File: config.mk
export PLATFORM = sky130hd
export DESIGN_NAME = exc_unit
export DESIGN_NICKNAME = d
export VERILOG_FILES = /design/src/design/exc_unit_pkg.sv /design/src/design/exc_unit.sv
export VERILOG_INCLUDE_DIRS = /design/src /design/src/design
export SDC_FILE = /design/constraint.sdc
export NUM_CORES = 1
export LEC_CHECK = 0
export BUFFER_PORTS_ARGS = -buffer_cell sky130_fd_sc_hd__buf_4
export CAP_MARGIN = 20
export CORE_MARGIN = 8
export CORE_UTILIZATION = 30
export DETAILED_ROUTE_END_ITERATION = 10
export PLACE_DENSITY = 0.52
export SLEW_MARGIN = 20
export SYNTH_ARGS = -nofsm -noshare
export SYNTH_HDL_FRONTEND = slang
export SYNTH_SLANG_ARGS = --single-unit
File: constraint.sdc
create_clock -name clk -period 8.95 [get_ports clk]
set_input_delay 0.4475 -clock clk [delete_from_list [all_inputs] [get_ports clk]]
set_output_delay 0.4475 -clock clk [all_outputs]
set_load 0.05 [all_outputs]
File: src/design/exc_unit_params.svh
// Behaviour
// - Coincident exceptions: only highest priority, reset first.
// - Entry: load handler address, supervisor flag set.
// - Save old PC and supervisor flag at frame top.
// - Save old status word next; length zero means 16.
// - Advance frame pointer, frame length becomes two.
// - Clear cache and trace flags, set lock.
// - Trap instruction sets frame length six.
// - Reset pin rise or watchdog raises reset.
// - Reset flushes pipes, control registers all ones.
// - Range, pointer, frame, privilege share one entry.
// - Zero address register: pointer error, no access.
// - Frame reaching upper stack bound: frame error.
// - Extended overflow raised only when control bit16 zero.
// - Blocked extended overflow stays pending until unblocked.
// - Overflow pending cleared by trap or bit16.
// - Parity error traps only for enabled areas.
// - Parity pending cleared only by its trap.
// - Interrupt sets interrupt-mode flag; lock blocks more.
// - Trace after each non-delayed-branch when enabled, pending.
// - Call suppresses trace for one instruction.
// - Delay-slot errors save delay address, branch length.
// - Otherwise return address, last length; return clears.
`ifndef EXC_UNIT_PARAMS_SVH
`define EXC_UNIT_PARAMS_SVH
// =====================================================
// Register offsets (byte addresses on the register bus)
`define OFF_BUS_CTRL 12'h000
`define OFF_FUNC_CTRL 12'h004
`define OFF_MEM_CTRL 12'h008
`define OFF_STACK_BOUND 12'h00c
`define OFF_STATUS 12'h010
`define OFF_PENDING 12'h014
`define CTRL_RESET_VAL 32'hffffffff
// =====================================================
// Status word field positions
`define SW_COND_HI 3
`define SW_CACHE_BIT 4
`define SW_TRACE_BIT 5
`define SW_INTMODE_BIT 7
`define SW_PEND_TRACE_BIT 8
`define SW_LOCK_BIT 15
`define SW_SUPER_BIT 18
`define SW_LEN_LO 19
`define SW_LEN_HI 20
`define SW_FRAME_LEN_LO 21
`define SW_FRAME_LEN_HI 24
`define SW_FRAME_PTR_LO 25
`define SW_FRAME_PTR_HI 31
`define FUNC_XOVF_DIS_BIT 16
`define BUS_PAR_DIS_LO 28
// =====================================================
// Frame lengths and handler entry addresses
`define FRAME_LEN_EXC 4'h2
`define FRAME_LEN_TRAP 4'h6
`define FRAME_LEN_ZERO_AS 5'h10
`define ENTRY_RESET 32'hfffffff8
`define ENTRY_ERROR 32'hfffffff0
`define ENTRY_XOVF 32'hffffffe8
`define ENTRY_PARITY 32'hffffffe0
`define ENTRY_INT 32'hffffffd8
`define ENTRY_TRACE 32'hffffffd0
`endif

File: src/design/exc_unit_pkg.sv
package exc_unit_pkg;
    // Kind of exception being processed.
    typedef enum logic [2:0] {EK_NONE, EK_RESET, EK_ERROR, EK_TRAP, EK_XOVF, EK_PARITY,
        EK_INT, EK_TRACE} exc_kind_t;
    typedef enum {ST_IDLE, ST_SAVE_PC, ST_SAVE_SW, ST_ENTER} exc_state_t;
    // Register bus request and answer.
    typedef struct packed {
        logic psel;
        logic penable;
        logic pwrite;
        logic [11:0] paddr;
        logic [31:0] pwdata;
    } apb_req_t;
    typedef struct packed {
        logic [31:0] prdata;
        logic pready;
        logic pslverr;
    } apb_rsp_t;
    // One write into the register stack.
    typedef struct packed {
        logic we;
        logic [6:0] idx;
        logic [31:0] data;
    } stack_wr_t;
endpackage

File: src/design/exc_unit.sv
`timescale 1ns/1ns
`include "exc_unit_params.svh"
module exc_unit #(
    parameter int STACK_IDX_W = 7
) (
    // Clock, reset, clock enable.
    input wire logic clk,
    input wire logic reset,
    input wire logic ce,
    // Register bus.
    input wire exc_unit_pkg::apb_req_t apb_req,
    output exc_unit_pkg::apb_rsp_t apb_rsp,
    // Instruction boundary report from the pipeline.
    input wire logic insn_done,
    input wire logic [1:0] insn_len,
    input wire logic is_call,
    input wire logic is_return,
    input wire logic is_dbranch,
    input wire logic is_trap,
    input wire logic [31:0] trap_entry,
    input wire logic [31:0] ret_pc,
    input wire logic [31:0] delay_pc,
    input wire logic in_delay_slot,
    input wire logic [1:0] branch_len,
    input wire logic range_err,
    input wire logic priv_err,
    input wire logic sw_wr,
    input wire logic [31:0] sw_wdata,
    // Memory access and stack frame checks.
    input wire logic mem_req,
    input wire logic addr_zero,
    input wire logic frame_restructure,
    input wire logic [31:0] frame_top,
    // Asynchronous conditions.
    input wire logic xovf_event,
    input wire logic parity_err,
    input wire logic [1:0] parity_area,
    input wire logic int_ext,
    input wire logic int_timer,
    input wire logic int_io_line_three,
    input wire logic reset_pin_n,
    input wire logic watchdog_overrun,
    // Results towards pipeline and register stack.
    output logic busy_r,
    output logic pc_load_r,
    output logic [31:0] pc_r,
    output logic flush_r,
    output logic access_block_r,
    output exc_unit_pkg::stack_wr_t stack_wr_r,
    output logic [31:0] status_word_r
);
    import exc_unit_pkg::*;

    // Elaboration check: stack indices come straight from the 7-bit frame pointer field.
    if (STACK_IDX_W != 7)
    begin : g_bad_idx_w
        $error("STACK_IDX_W must be 7 to match the frame pointer field");
    end

    // =====================================================
    // State
    exc_state_t state_r, state_nxt;
    exc_kind_t kind_r, sel_kind;
    logic [31:0] bus_control_register_r, function_control_register_r;
    logic [31:0] memory_control_register_r, upper_stack_bound_r;
    logic [31:0] save_pc_r, save_sw_r, entry_r;
    logic reset_pin_q_r, rst_pend_r, err_pend_r, xovf_pend_r, par_pend_r;
    logic [4:0] fl_eff;
    logic [6:0] frame_idx;
    logic lock, any_int, trace_due, err_now, take, boundary, enter;
    logic rst_set, err_set, xovf_set, par_set, par_enabled;
    logic [1:0] len_sel;
    logic [31:0] sw_cur, sw_saved, sw_entry;
    logic bus_acc, bus_wr;
    logic [31:0] rd_mux;
    logic rd_ok;

    // =====================================================
    // Condition capture
    // Reset exception on a rising reset pin or a watchdog overrun.
    assign rst_set = (reset_pin_n & ~reset_pin_q_r) | watchdog_overrun;
    // Pointer and frame errors are latched until the instruction completes.
    assign err_set = (mem_req & addr_zero)
        | (frame_restructure & (frame_top >= upper_stack_bound_r));
    // Only arm the overflow while it is enabled.
    assign xovf_set = xovf_event & ~function_control_register_r[`FUNC_XOVF_DIS_BIT];
    assign par_enabled = ~bus_control_register_r[`BUS_PAR_DIS_LO + 32'(parity_area)];
    assign par_set = parity_err & par_enabled;
    assign any_int = int_ext | int_timer | int_io_line_three;

    // =====================================================
    // Priority selection at an instruction boundary
    assign lock = status_word_r[`SW_LOCK_BIT];
    assign boundary = (state_r == ST_IDLE) & insn_done;
    assign err_now = range_err | priv_err | err_pend_r | err_set;
    // Trace skips delayed branches and the call itself; it resumes after the next one.
    assign trace_due = status_word_r[`SW_TRACE_BIT] & status_word_r[`SW_PEND_TRACE_BIT]
        & ~is_dbranch & ~is_call;
    // Highest priority wins, the rest stay pending or are dropped.
    assign sel_kind = rst_pend_r ? EK_RESET :
        ~insn_done ? EK_NONE :
        err_now ? EK_ERROR :
        is_trap ? EK_TRAP :
        (xovf_pend_r & ~lock) ? EK_XOVF :
        (par_pend_r & ~lock) ? EK_PARITY :
        (any_int & ~lock) ? EK_INT :
        trace_due ? EK_TRACE : EK_NONE;
    assign take = (state_r == ST_IDLE) & (sel_kind != EK_NONE);

    // Delay-slot errors point back at the delay instruction.
    // Off a boundary (reset exception) the length code of the last instruction stays.
    assign len_sel = ~insn_done ? sw_cur[`SW_LEN_HI:`SW_LEN_LO] :
        (sel_kind == EK_ERROR & in_delay_slot) ? branch_len :
        is_return ? 2'h0 : insn_len;
    assign sw_cur = sw_wr ? sw_wdata : status_word_r;

    // Status word image that is stored into the new frame.
    always_comb
    begin
        sw_saved = sw_cur;
        sw_saved[`SW_LEN_HI:`SW_LEN_LO] = len_sel;
    end

    // =====================================================
    // Frame arithmetic
    assign fl_eff = (status_word_r[`SW_FRAME_LEN_HI:`SW_FRAME_LEN_LO] == 4'h0) ?
        `FRAME_LEN_ZERO_AS : {1'b0, status_word_r[`SW_FRAME_LEN_HI:`SW_FRAME_LEN_LO]};
    assign frame_idx = status_word_r[`SW_FRAME_PTR_HI:`SW_FRAME_PTR_LO] + {2'h0, fl_eff};
    assign enter = (state_r == ST_ENTER);

    // New status word on entry; condition flags pass through untouched.
    always_comb
    begin
        sw_entry = status_word_r;
        sw_entry[`SW_FRAME_PTR_HI:`SW_FRAME_PTR_LO] = frame_idx;
        sw_entry[`SW_FRAME_LEN_HI:`SW_FRAME_LEN_LO] = (kind_r == EK_TRAP) ?
            `FRAME_LEN_TRAP : `FRAME_LEN_EXC;
        sw_entry[`SW_CACHE_BIT] = 1'b0;
        sw_entry[`SW_TRACE_BIT] = 1'b0;
        sw_entry[`SW_LOCK_BIT] = 1'b1;
        sw_entry[`SW_SUPER_BIT] = 1'b1;
        if (kind_r == EK_INT)
            sw_entry[`SW_INTMODE_BIT] = 1'b1;
    end

    // =====================================================
    // Sequencer
    always_comb
    begin
        case (state_r)
            ST_IDLE: state_nxt = take ? ST_SAVE_PC : ST_IDLE;
            ST_SAVE_PC: state_nxt = ST_SAVE_SW;
            ST_SAVE_SW: state_nxt = ST_ENTER;
            ST_ENTER: state_nxt = ST_IDLE;
            default: state_nxt = ST_IDLE;
        endcase
    end

    always_ff @(posedge clk)
    begin
        if (reset)
            state_r <= ST_IDLE;
        else if (ce)
            state_r <= state_nxt;
    end

    // Capture everything the save needs when the exception is taken.
    always_ff @(posedge clk)
    begin
        if (reset)
        begin
            kind_r <= EK_NONE;
            save_pc_r <= 32'h0;
            save_sw_r <= 32'h0;
            entry_r <= 32'h0;
        end
        else if (ce && take)
        begin
            kind_r <= sel_kind;
            save_pc_r <= (sel_kind == EK_ERROR & in_delay_slot) ? delay_pc : ret_pc;
            save_sw_r <= sw_saved;
            case (sel_kind)
                EK_RESET: entry_r <= `ENTRY_RESET;
                EK_ERROR: entry_r <= `ENTRY_ERROR;
                EK_TRAP: entry_r <= trap_entry;
                EK_XOVF: entry_r <= `ENTRY_XOVF;
                EK_PARITY: entry_r <= `ENTRY_PARITY;
                EK_INT: entry_r <= `ENTRY_INT;
                default: entry_r <= `ENTRY_TRACE;
            endcase
        end
    end

    // =====================================================
    // Pending conditions; a new event wins over a clear in the same cycle, except the latched error, which a boundary clears.
    always_ff @(posedge clk)
    begin
        if (reset)
        begin
            reset_pin_q_r <= 1'b1;
            rst_pend_r <= 1'b0;
            err_pend_r <= 1'b0;
            xovf_pend_r <= 1'b0;
            par_pend_r <= 1'b0;
        end
        else if (ce)
        begin
            reset_pin_q_r <= reset_pin_n;
            rst_pend_r <= rst_set | (rst_pend_r & ~(enter & kind_r == EK_RESET));
            // A finished instruction consumes its latched error either way.
            err_pend_r <= err_set & ~boundary | (err_pend_r & ~boundary);
            // Repeat overflows merge into the one pending trap.
            xovf_pend_r <= xovf_set | (xovf_pend_r & ~(enter & kind_r == EK_XOVF)
                & ~function_control_register_r[`FUNC_XOVF_DIS_BIT]);
            // Disabling parity checks later does not drop a saved condition.
            par_pend_r <= par_set | (par_pend_r & ~(enter & kind_r == EK_PARITY));
        end
    end

    // =====================================================
    // Status word and access blocking
    always_ff @(posedge clk)
    begin
        if (reset)
        begin
            status_word_r <= 32'h0;
            access_block_r <= 1'b0;
        end
        else if (ce)
        begin
            access_block_r <= mem_req & addr_zero;
            if (enter)
                status_word_r <= sw_entry;
            else if (boundary && !take)
                status_word_r <= sw_saved;
            else if (sw_wr && state_r == ST_IDLE)
                status_word_r <= sw_wdata;
        end
    end

    // =====================================================
    // Stack writes, program counter load, pipeline flush
    always_ff @(posedge clk)
    begin
        if (reset)
        begin
            stack_wr_r <= '0;
            pc_load_r <= 1'b0;
            pc_r <= 32'h0;
            flush_r <= 1'b0;
            busy_r <= 1'b0;
        end
        else if (ce)
        begin
            stack_wr_r.we <= (state_nxt == ST_SAVE_PC) | (state_nxt == ST_SAVE_SW);
            if (state_nxt == ST_SAVE_PC)
            begin
                stack_wr_r.idx <= frame_idx;
                stack_wr_r.data <= {(sel_kind == EK_ERROR & in_delay_slot) ? delay_pc[31:1]
                    : ret_pc[31:1], sw_cur[`SW_SUPER_BIT]};
            end
            else if (state_nxt == ST_SAVE_SW)
            begin
                stack_wr_r.idx <= frame_idx + 7'h1;
                stack_wr_r.data <= save_sw_r;
            end
            pc_load_r <= enter;
            if (enter)
                pc_r <= entry_r;
            flush_r <= enter & (kind_r == EK_RESET);
            busy_r <= (state_nxt != ST_IDLE);
        end
    end

    // =====================================================
    // Register bus slave: one wait state, error on unmapped offsets.
    assign bus_acc = apb_req.psel & apb_req.penable & ~apb_rsp.pready;
    assign bus_wr = bus_acc & apb_req.pwrite;
    always_comb
    begin
        rd_ok = 1'b1;
        case (apb_req.paddr)
            `OFF_BUS_CTRL: rd_mux = bus_control_register_r;
            `OFF_FUNC_CTRL: rd_mux = function_control_register_r;
            `OFF_MEM_CTRL: rd_mux = memory_control_register_r;
            `OFF_STACK_BOUND: rd_mux = upper_stack_bound_r;
            `OFF_STATUS: rd_mux = status_word_r;
            `OFF_PENDING: rd_mux = {28'h0, par_pend_r, xovf_pend_r, err_pend_r, busy_r};
            default:
            begin
                rd_mux = 32'h0;
                rd_ok = 1'b0;
            end
        endcase
    end

    // Control registers; a reset exception overrides a control register write in that cycle, but a stack bound write still lands.
    always_ff @(posedge clk)
    begin
        if (reset)
        begin
            bus_control_register_r <= `CTRL_RESET_VAL;
            function_control_register_r <= `CTRL_RESET_VAL;
            memory_control_register_r <= `CTRL_RESET_VAL;
            upper_stack_bound_r <= `CTRL_RESET_VAL;
            apb_rsp <= '0;
        end
        else if (ce)
        begin
            apb_rsp.pready <= bus_acc;
            apb_rsp.pslverr <= bus_acc & ~rd_ok;
            apb_rsp.prdata <= (bus_acc & ~apb_req.pwrite) ? rd_mux : 32'h0;
            if (enter && kind_r == EK_RESET)
            begin
                bus_control_register_r <= `CTRL_RESET_VAL;
                function_control_register_r <= `CTRL_RESET_VAL;
                memory_control_register_r <= `CTRL_RESET_VAL;
            end
            else if (bus_wr)
            begin
                if (apb_req.paddr == `OFF_BUS_CTRL)
                    bus_control_register_r <= apb_req.pwdata;
                if (apb_req.paddr == `OFF_FUNC_CTRL)
                    function_control_register_r <= apb_req.pwdata;
                if (apb_req.paddr == `OFF_MEM_CTRL)
                    memory_control_register_r <= apb_req.pwdata;
            end
            if (bus_wr && apb_req.paddr == `OFF_STACK_BOUND)
                upper_stack_bound_r <= apb_req.pwdata;
        end
    end
endmodule // exc_unit

==> run summary <==
Most instantiated library cell after synthesis: sky130_fd_sc_hd__dfxtp_1. The number of antenna violations at the first check in global routing was 4; the synthesized netlist cell count was 1,816. After legalization and detailed placement, the total HPWL measured 44,700 um. TritonCTS built the clock tree.

Setup violations remaining at the end of the flow were counted as 0. In the synthesized netlist the async set-or-reset flop fraction comes to 0%. In this run the core area contains 83 standard-cell rows. The run gives 94,900 um as the wire length of the first global-routing pass. After clock tree synthesis, the clock-pin slew on the worst setup and hold paths is 0.06 ns.

Derived from the worst setup path, the maximum achievable clock frequency is 0.210 GHz. The H-tree generated during clock tree synthesis spans 2 levels. The critical path in this run is classified as register to register. For this design the static power due to leakage is 0.00854 uW. The critical path startpoint category is a register.

The worst slack after detailed placement came out at 4.01 ns. Number of violations of the max-capacitance limit: 0. The tools report the total of warnings raised by yosys as 0. Dividing the final minimum period by the clock period gives 53.1%. In the post-synthesis netlist, the biggest area contributors are sky130_fd_sc_hd__dfxtp_1, sky130_fd_sc_hd__nand2_1, sky130_fd_sc_hd__a21oi_1. The net total in the final layout is 2,383.

The clock arrives with 0.0305 ns of skew. The cell at the slowest stage of the critical path was sky130_fd_sc_hd__nor2_2. For the via count of the first global-routing pass, the log shows 14,814. For the core box area, the log shows 0.0509 mm2. The total count of max-transition violations in the final report came out at 0. The run gives 44.2% as the portion of total power attributed to the clock network. For the pin with the worst max-slew slack, the measured transition is 1.11 ns. The critical path required time was 9.45 ns; the hold-critical path depth was 3. The kind of end point of the critical path is a register.

At the end of routability-driven placement, the weighted congestion stood at 0.834. The worst register-to-register path has a depth of 15. For this run, the total global-route usage over all layers was measured as 20.7%.

The synthesized design contains 0 enable-type register cells. The ratio of cells with drive above 1 in the final layout was 24.5%. Flip-flop and latch area: 0.00689 mm2. Cells fill 39.5% of the core in the end. In this run, synthesis produced a sequential element count of 344. For this design the ratio of total power to cell area is 199 mW/mm2.

Global routing finished with a remaining overflow of 0. The area growth from synthesis to final layout was 31.3%; the average cell area after synthesis was 8.44 um2. The die width is 242 um, and the sequential share of power is 41.0%. The logs give 30.1% for the effective utilization at floorplan and 2,094 for the number of nets produced by synthesis. Cell internal power was estimated by the tool at 2870 uW.

The detail-routed via count per cell came out at 5.36. The run gives 0 as the post-cts repair resize count. The largest area contributor in the synthesized netlist was sky130_fd_sc_hd__dfxtp_1.

In the final routed layout, each cell accounts on average for 22.6 um. In this run the remaining antenna-violating nets after routing total 0. The tree is rooted in a sky130_fd_sc_hd__clkbuf_16. The die extent in y came out at 242 um. For this block, the routed nets add up to 63,600 um of wire. The maximum net fanout on the critical path is 32, and the stage delay of the slowest cell on the critical path is 0.84 ns.

In this run the power spent charging and discharging nets is 1130 uW. The clock passes through at most 3 buffers. Buffers inserted during clock tree synthesis total 42. The data arrival time of the worst path is 5.26 ns.

The post-layout minimum cycle time was 4.75 ns. The filler cells instantiated in the layout total 5,200. Sequential elements use 44.9% of the synthesized area. Measured against its own limit, the worst slew margin works out to 25.1%.

The number of setup buffers added after CTS is 0. The signal on the critical path passes through inv_1 > ha_1 > nand4_1 > nor4_1 > o2bb2ai_1 > o21a_1 > o31a_1 > nor3_4 > o31a_1 > ha_1 > nand2_1 > nor2_2 > o21ai_0 > a21oi_1 > a21o_1. The worst hold path belongs to the class primary input to register. Of the total power, combinational logic draws 14.8%. The logs give 0.0153 mm2 for the synthesized area and 377 for the boundary pin count. The clock reaches the later pin of the worst-skew pair after 0.58 ns. The multi-input combinational cells in the finished layout cover a total of 0.00772 mm2.

The quantity of hold-fixing buffers added after cts came out at 0. The flip-flop cell with the highest count after synthesis was sky130_fd_sc_hd__dfxtp_1. The detailed router's first-iteration violation count came out at 1,111. The fraction of power spent switching nets is 28.3%. For this run, design rule violations remaining after detail routing come to 0. The total negative slack came out at 0 ns. The number of vias after detailed routing came out at 15,081.

The run gives 0.0586 mm2 as the full die area. The run finished with clean final reports. The maximum ir drop on the vdd rail was 0.121 mV. Pin count of the biggest net entering global routing: 89. Setup repair after global routing left no endpoint under its margin.

In this run, distinct cell masters in the synthesized netlist total 76. The final worst setup slack is 4.20 ns. Input and output buffers added on the ports amount to 374. Clock tree synthesis found a total of 344 sinks. The first TritonRoute pass finished after 7 iterations. The area share of the leading cell type in the synthesized netlist works out to 44.9%. The tools report the number of endpoints with negative hold slack in the final report as 0.

By count the netlist is led by sky130_fd_sc_hd__dfxtp_1, sky130_fd_sc_hd__nand2_1, sky130_fd_sc_hd__a21oi_1.
==> stage by stage <==
step / power (uW) / hold WS [ns] / cell area [um2] / instances
floorplan: 2010 / 0.428 / 15300 / 1816
global placement: 2260 / 0.433 / 18600 / 2739
detailed placement: 2270 / 0.440 / 18700 / 2740
CTS: 4050 / 0.0741 / 20100 / 2811
global route: 4160 / 0.0950 / 20100 / 2814
finish: 4000 / 0.106 / 20100 / 2816
==> state kept, by name, summed over array words and instances, names as in the netlist, 2 cells and up <==
| name | flops |
|---|---|
| apb_rsp | 34 |
| bus_control_register_r | 32 |
| entry_r | 32 |
| function_control_register_r | 32 |
| kind_r | 3 |
| memory_control_register_r | 32 |
| pc_r | 32 |
| save_sw_r | 32 |
| stack_wr_r | 40 |
| state_r | 2 |
| status_word_r | 32 |
| upper_stack_bound_r | 32 |
==> routing by layer <==
metal | wire length (um) | up-vias | share of wire, % | GRT usage (%)
li1 | - | 7146 | - | -
met4 | 1390 | 2 | 2.2 | 5.37
met5 | 13 | - | 0.020 | 0
met1 | 28400 | 7291 | 45 | 27.3
met3 | 4570 | 83 | 7.2 | 5.15
met2 | 29200 | 559 | 46 | 33.4
==> cells by family after synthesis <==
group                      share of synthesized area, %
AOI/OAI and AO/OA                                  26.5
xor gates and xnor gates                          0.514
adders and majority gates                          3.56
buffers and inverters                              5.33
DFF                                                44.9
muxes                                              5.45
and+or+nand+nor                                    13.7
==> area by class of cell <==
type	instances	area share [%]
clock inverters	14	1.20
inverters	54	1.02
flip-flops and latches	344	34.2
clock buffers	57	5.85
repair buffers	397	15.0
diodes	4	0.0498
multi-input cells	1266	38.4
well taps	680	4.23
==> placed cells by master (no fill, tap or decap), types with 5 or more instances in the layout <==
cell / synthesis / final
sky130_fd_sc_hd__a211oi_1: 12 / 12
sky130_fd_sc_hd__a21o_1: 34 / 34
sky130_fd_sc_hd__a21oi_1: 181 / 181
sky130_fd_sc_hd__a222oi_1: 29 / 29
sky130_fd_sc_hd__a22oi_1: 61 / 61
sky130_fd_sc_hd__and2_1: 7 / 7
sky130_fd_sc_hd__buf_4: 4 / 394
sky130_fd_sc_hd__bufinv_16: 0 / 5
sky130_fd_sc_hd__clkbuf_1: 129 / 8
sky130_fd_sc_hd__clkbuf_16: 0 / 42
sky130_fd_sc_hd__clkbuf_8: 0 / 7
sky130_fd_sc_hd__dfxtp_1: 344 / 344
sky130_fd_sc_hd__ha_1: 42 / 41
sky130_fd_sc_hd__inv_1: 53 / 52
sky130_fd_sc_hd__mux2_2: 26 / 26
sky130_fd_sc_hd__mux2i_1: 52 / 52
sky130_fd_sc_hd__nand2_1: 302 / 301
sky130_fd_sc_hd__nand3_1: 5 / 5
sky130_fd_sc_hd__nand4_1: 9 / 9
sky130_fd_sc_hd__nor2_1: 87 / 82
sky130_fd_sc_hd__nor2_2: 0 / 5
sky130_fd_sc_hd__nor2b_1: 9 / 9
sky130_fd_sc_hd__nor3_1: 17 / 16
sky130_fd_sc_hd__nor3b_1: 7 / 6
sky130_fd_sc_hd__o211ai_1: 35 / 35
sky130_fd_sc_hd__o21ai_0: 149 / 149
sky130_fd_sc_hd__o21ai_1: 12 / 9
sky130_fd_sc_hd__o22ai_1: 101 / 101
sky130_fd_sc_hd__xnor2_1: 7 / 7
==> power groups by stage <==
stage,sequential (uW),clock [uW],combinational (uW)
final,1640,1770,591
after CTS,1640,1810,597
after global routing,1650,1880,635
after global placement,1670,0,589
after floorplan,1770,0,238
after detailed placement,1670,0,595
==> path summary, 6_finish.rpt <==
| check | start | to | slack (ns) |
|---|---|---|---|
| worst max-delay path | upper_stack_bound_r[27] | stack_wr_r[31] | 4.20 |
| worst min-delay path | reset_pin_n | reset_pin_q_r | 0.11 |
| worst max register to register | upper_stack_bound_r[27] | stack_wr_r[31] | 4.20 |
| worst min register to register | entry_r[22] | pc_r[22] | 0.44 |
==> critical path, delay by kind of cell (launching register included) <==
family / cells / cell delay (ns)
AO/OA/AOI/OAI: 7 / 1.88
buffers and inverters: 1 / 0.09
adder cells (fa/ha/maj): 2 / 0.67
flip-flops: 1 / 0.37
AND/OR/NAND/NOR: 5 / 1.64
(Power assumes the default switching activity.)
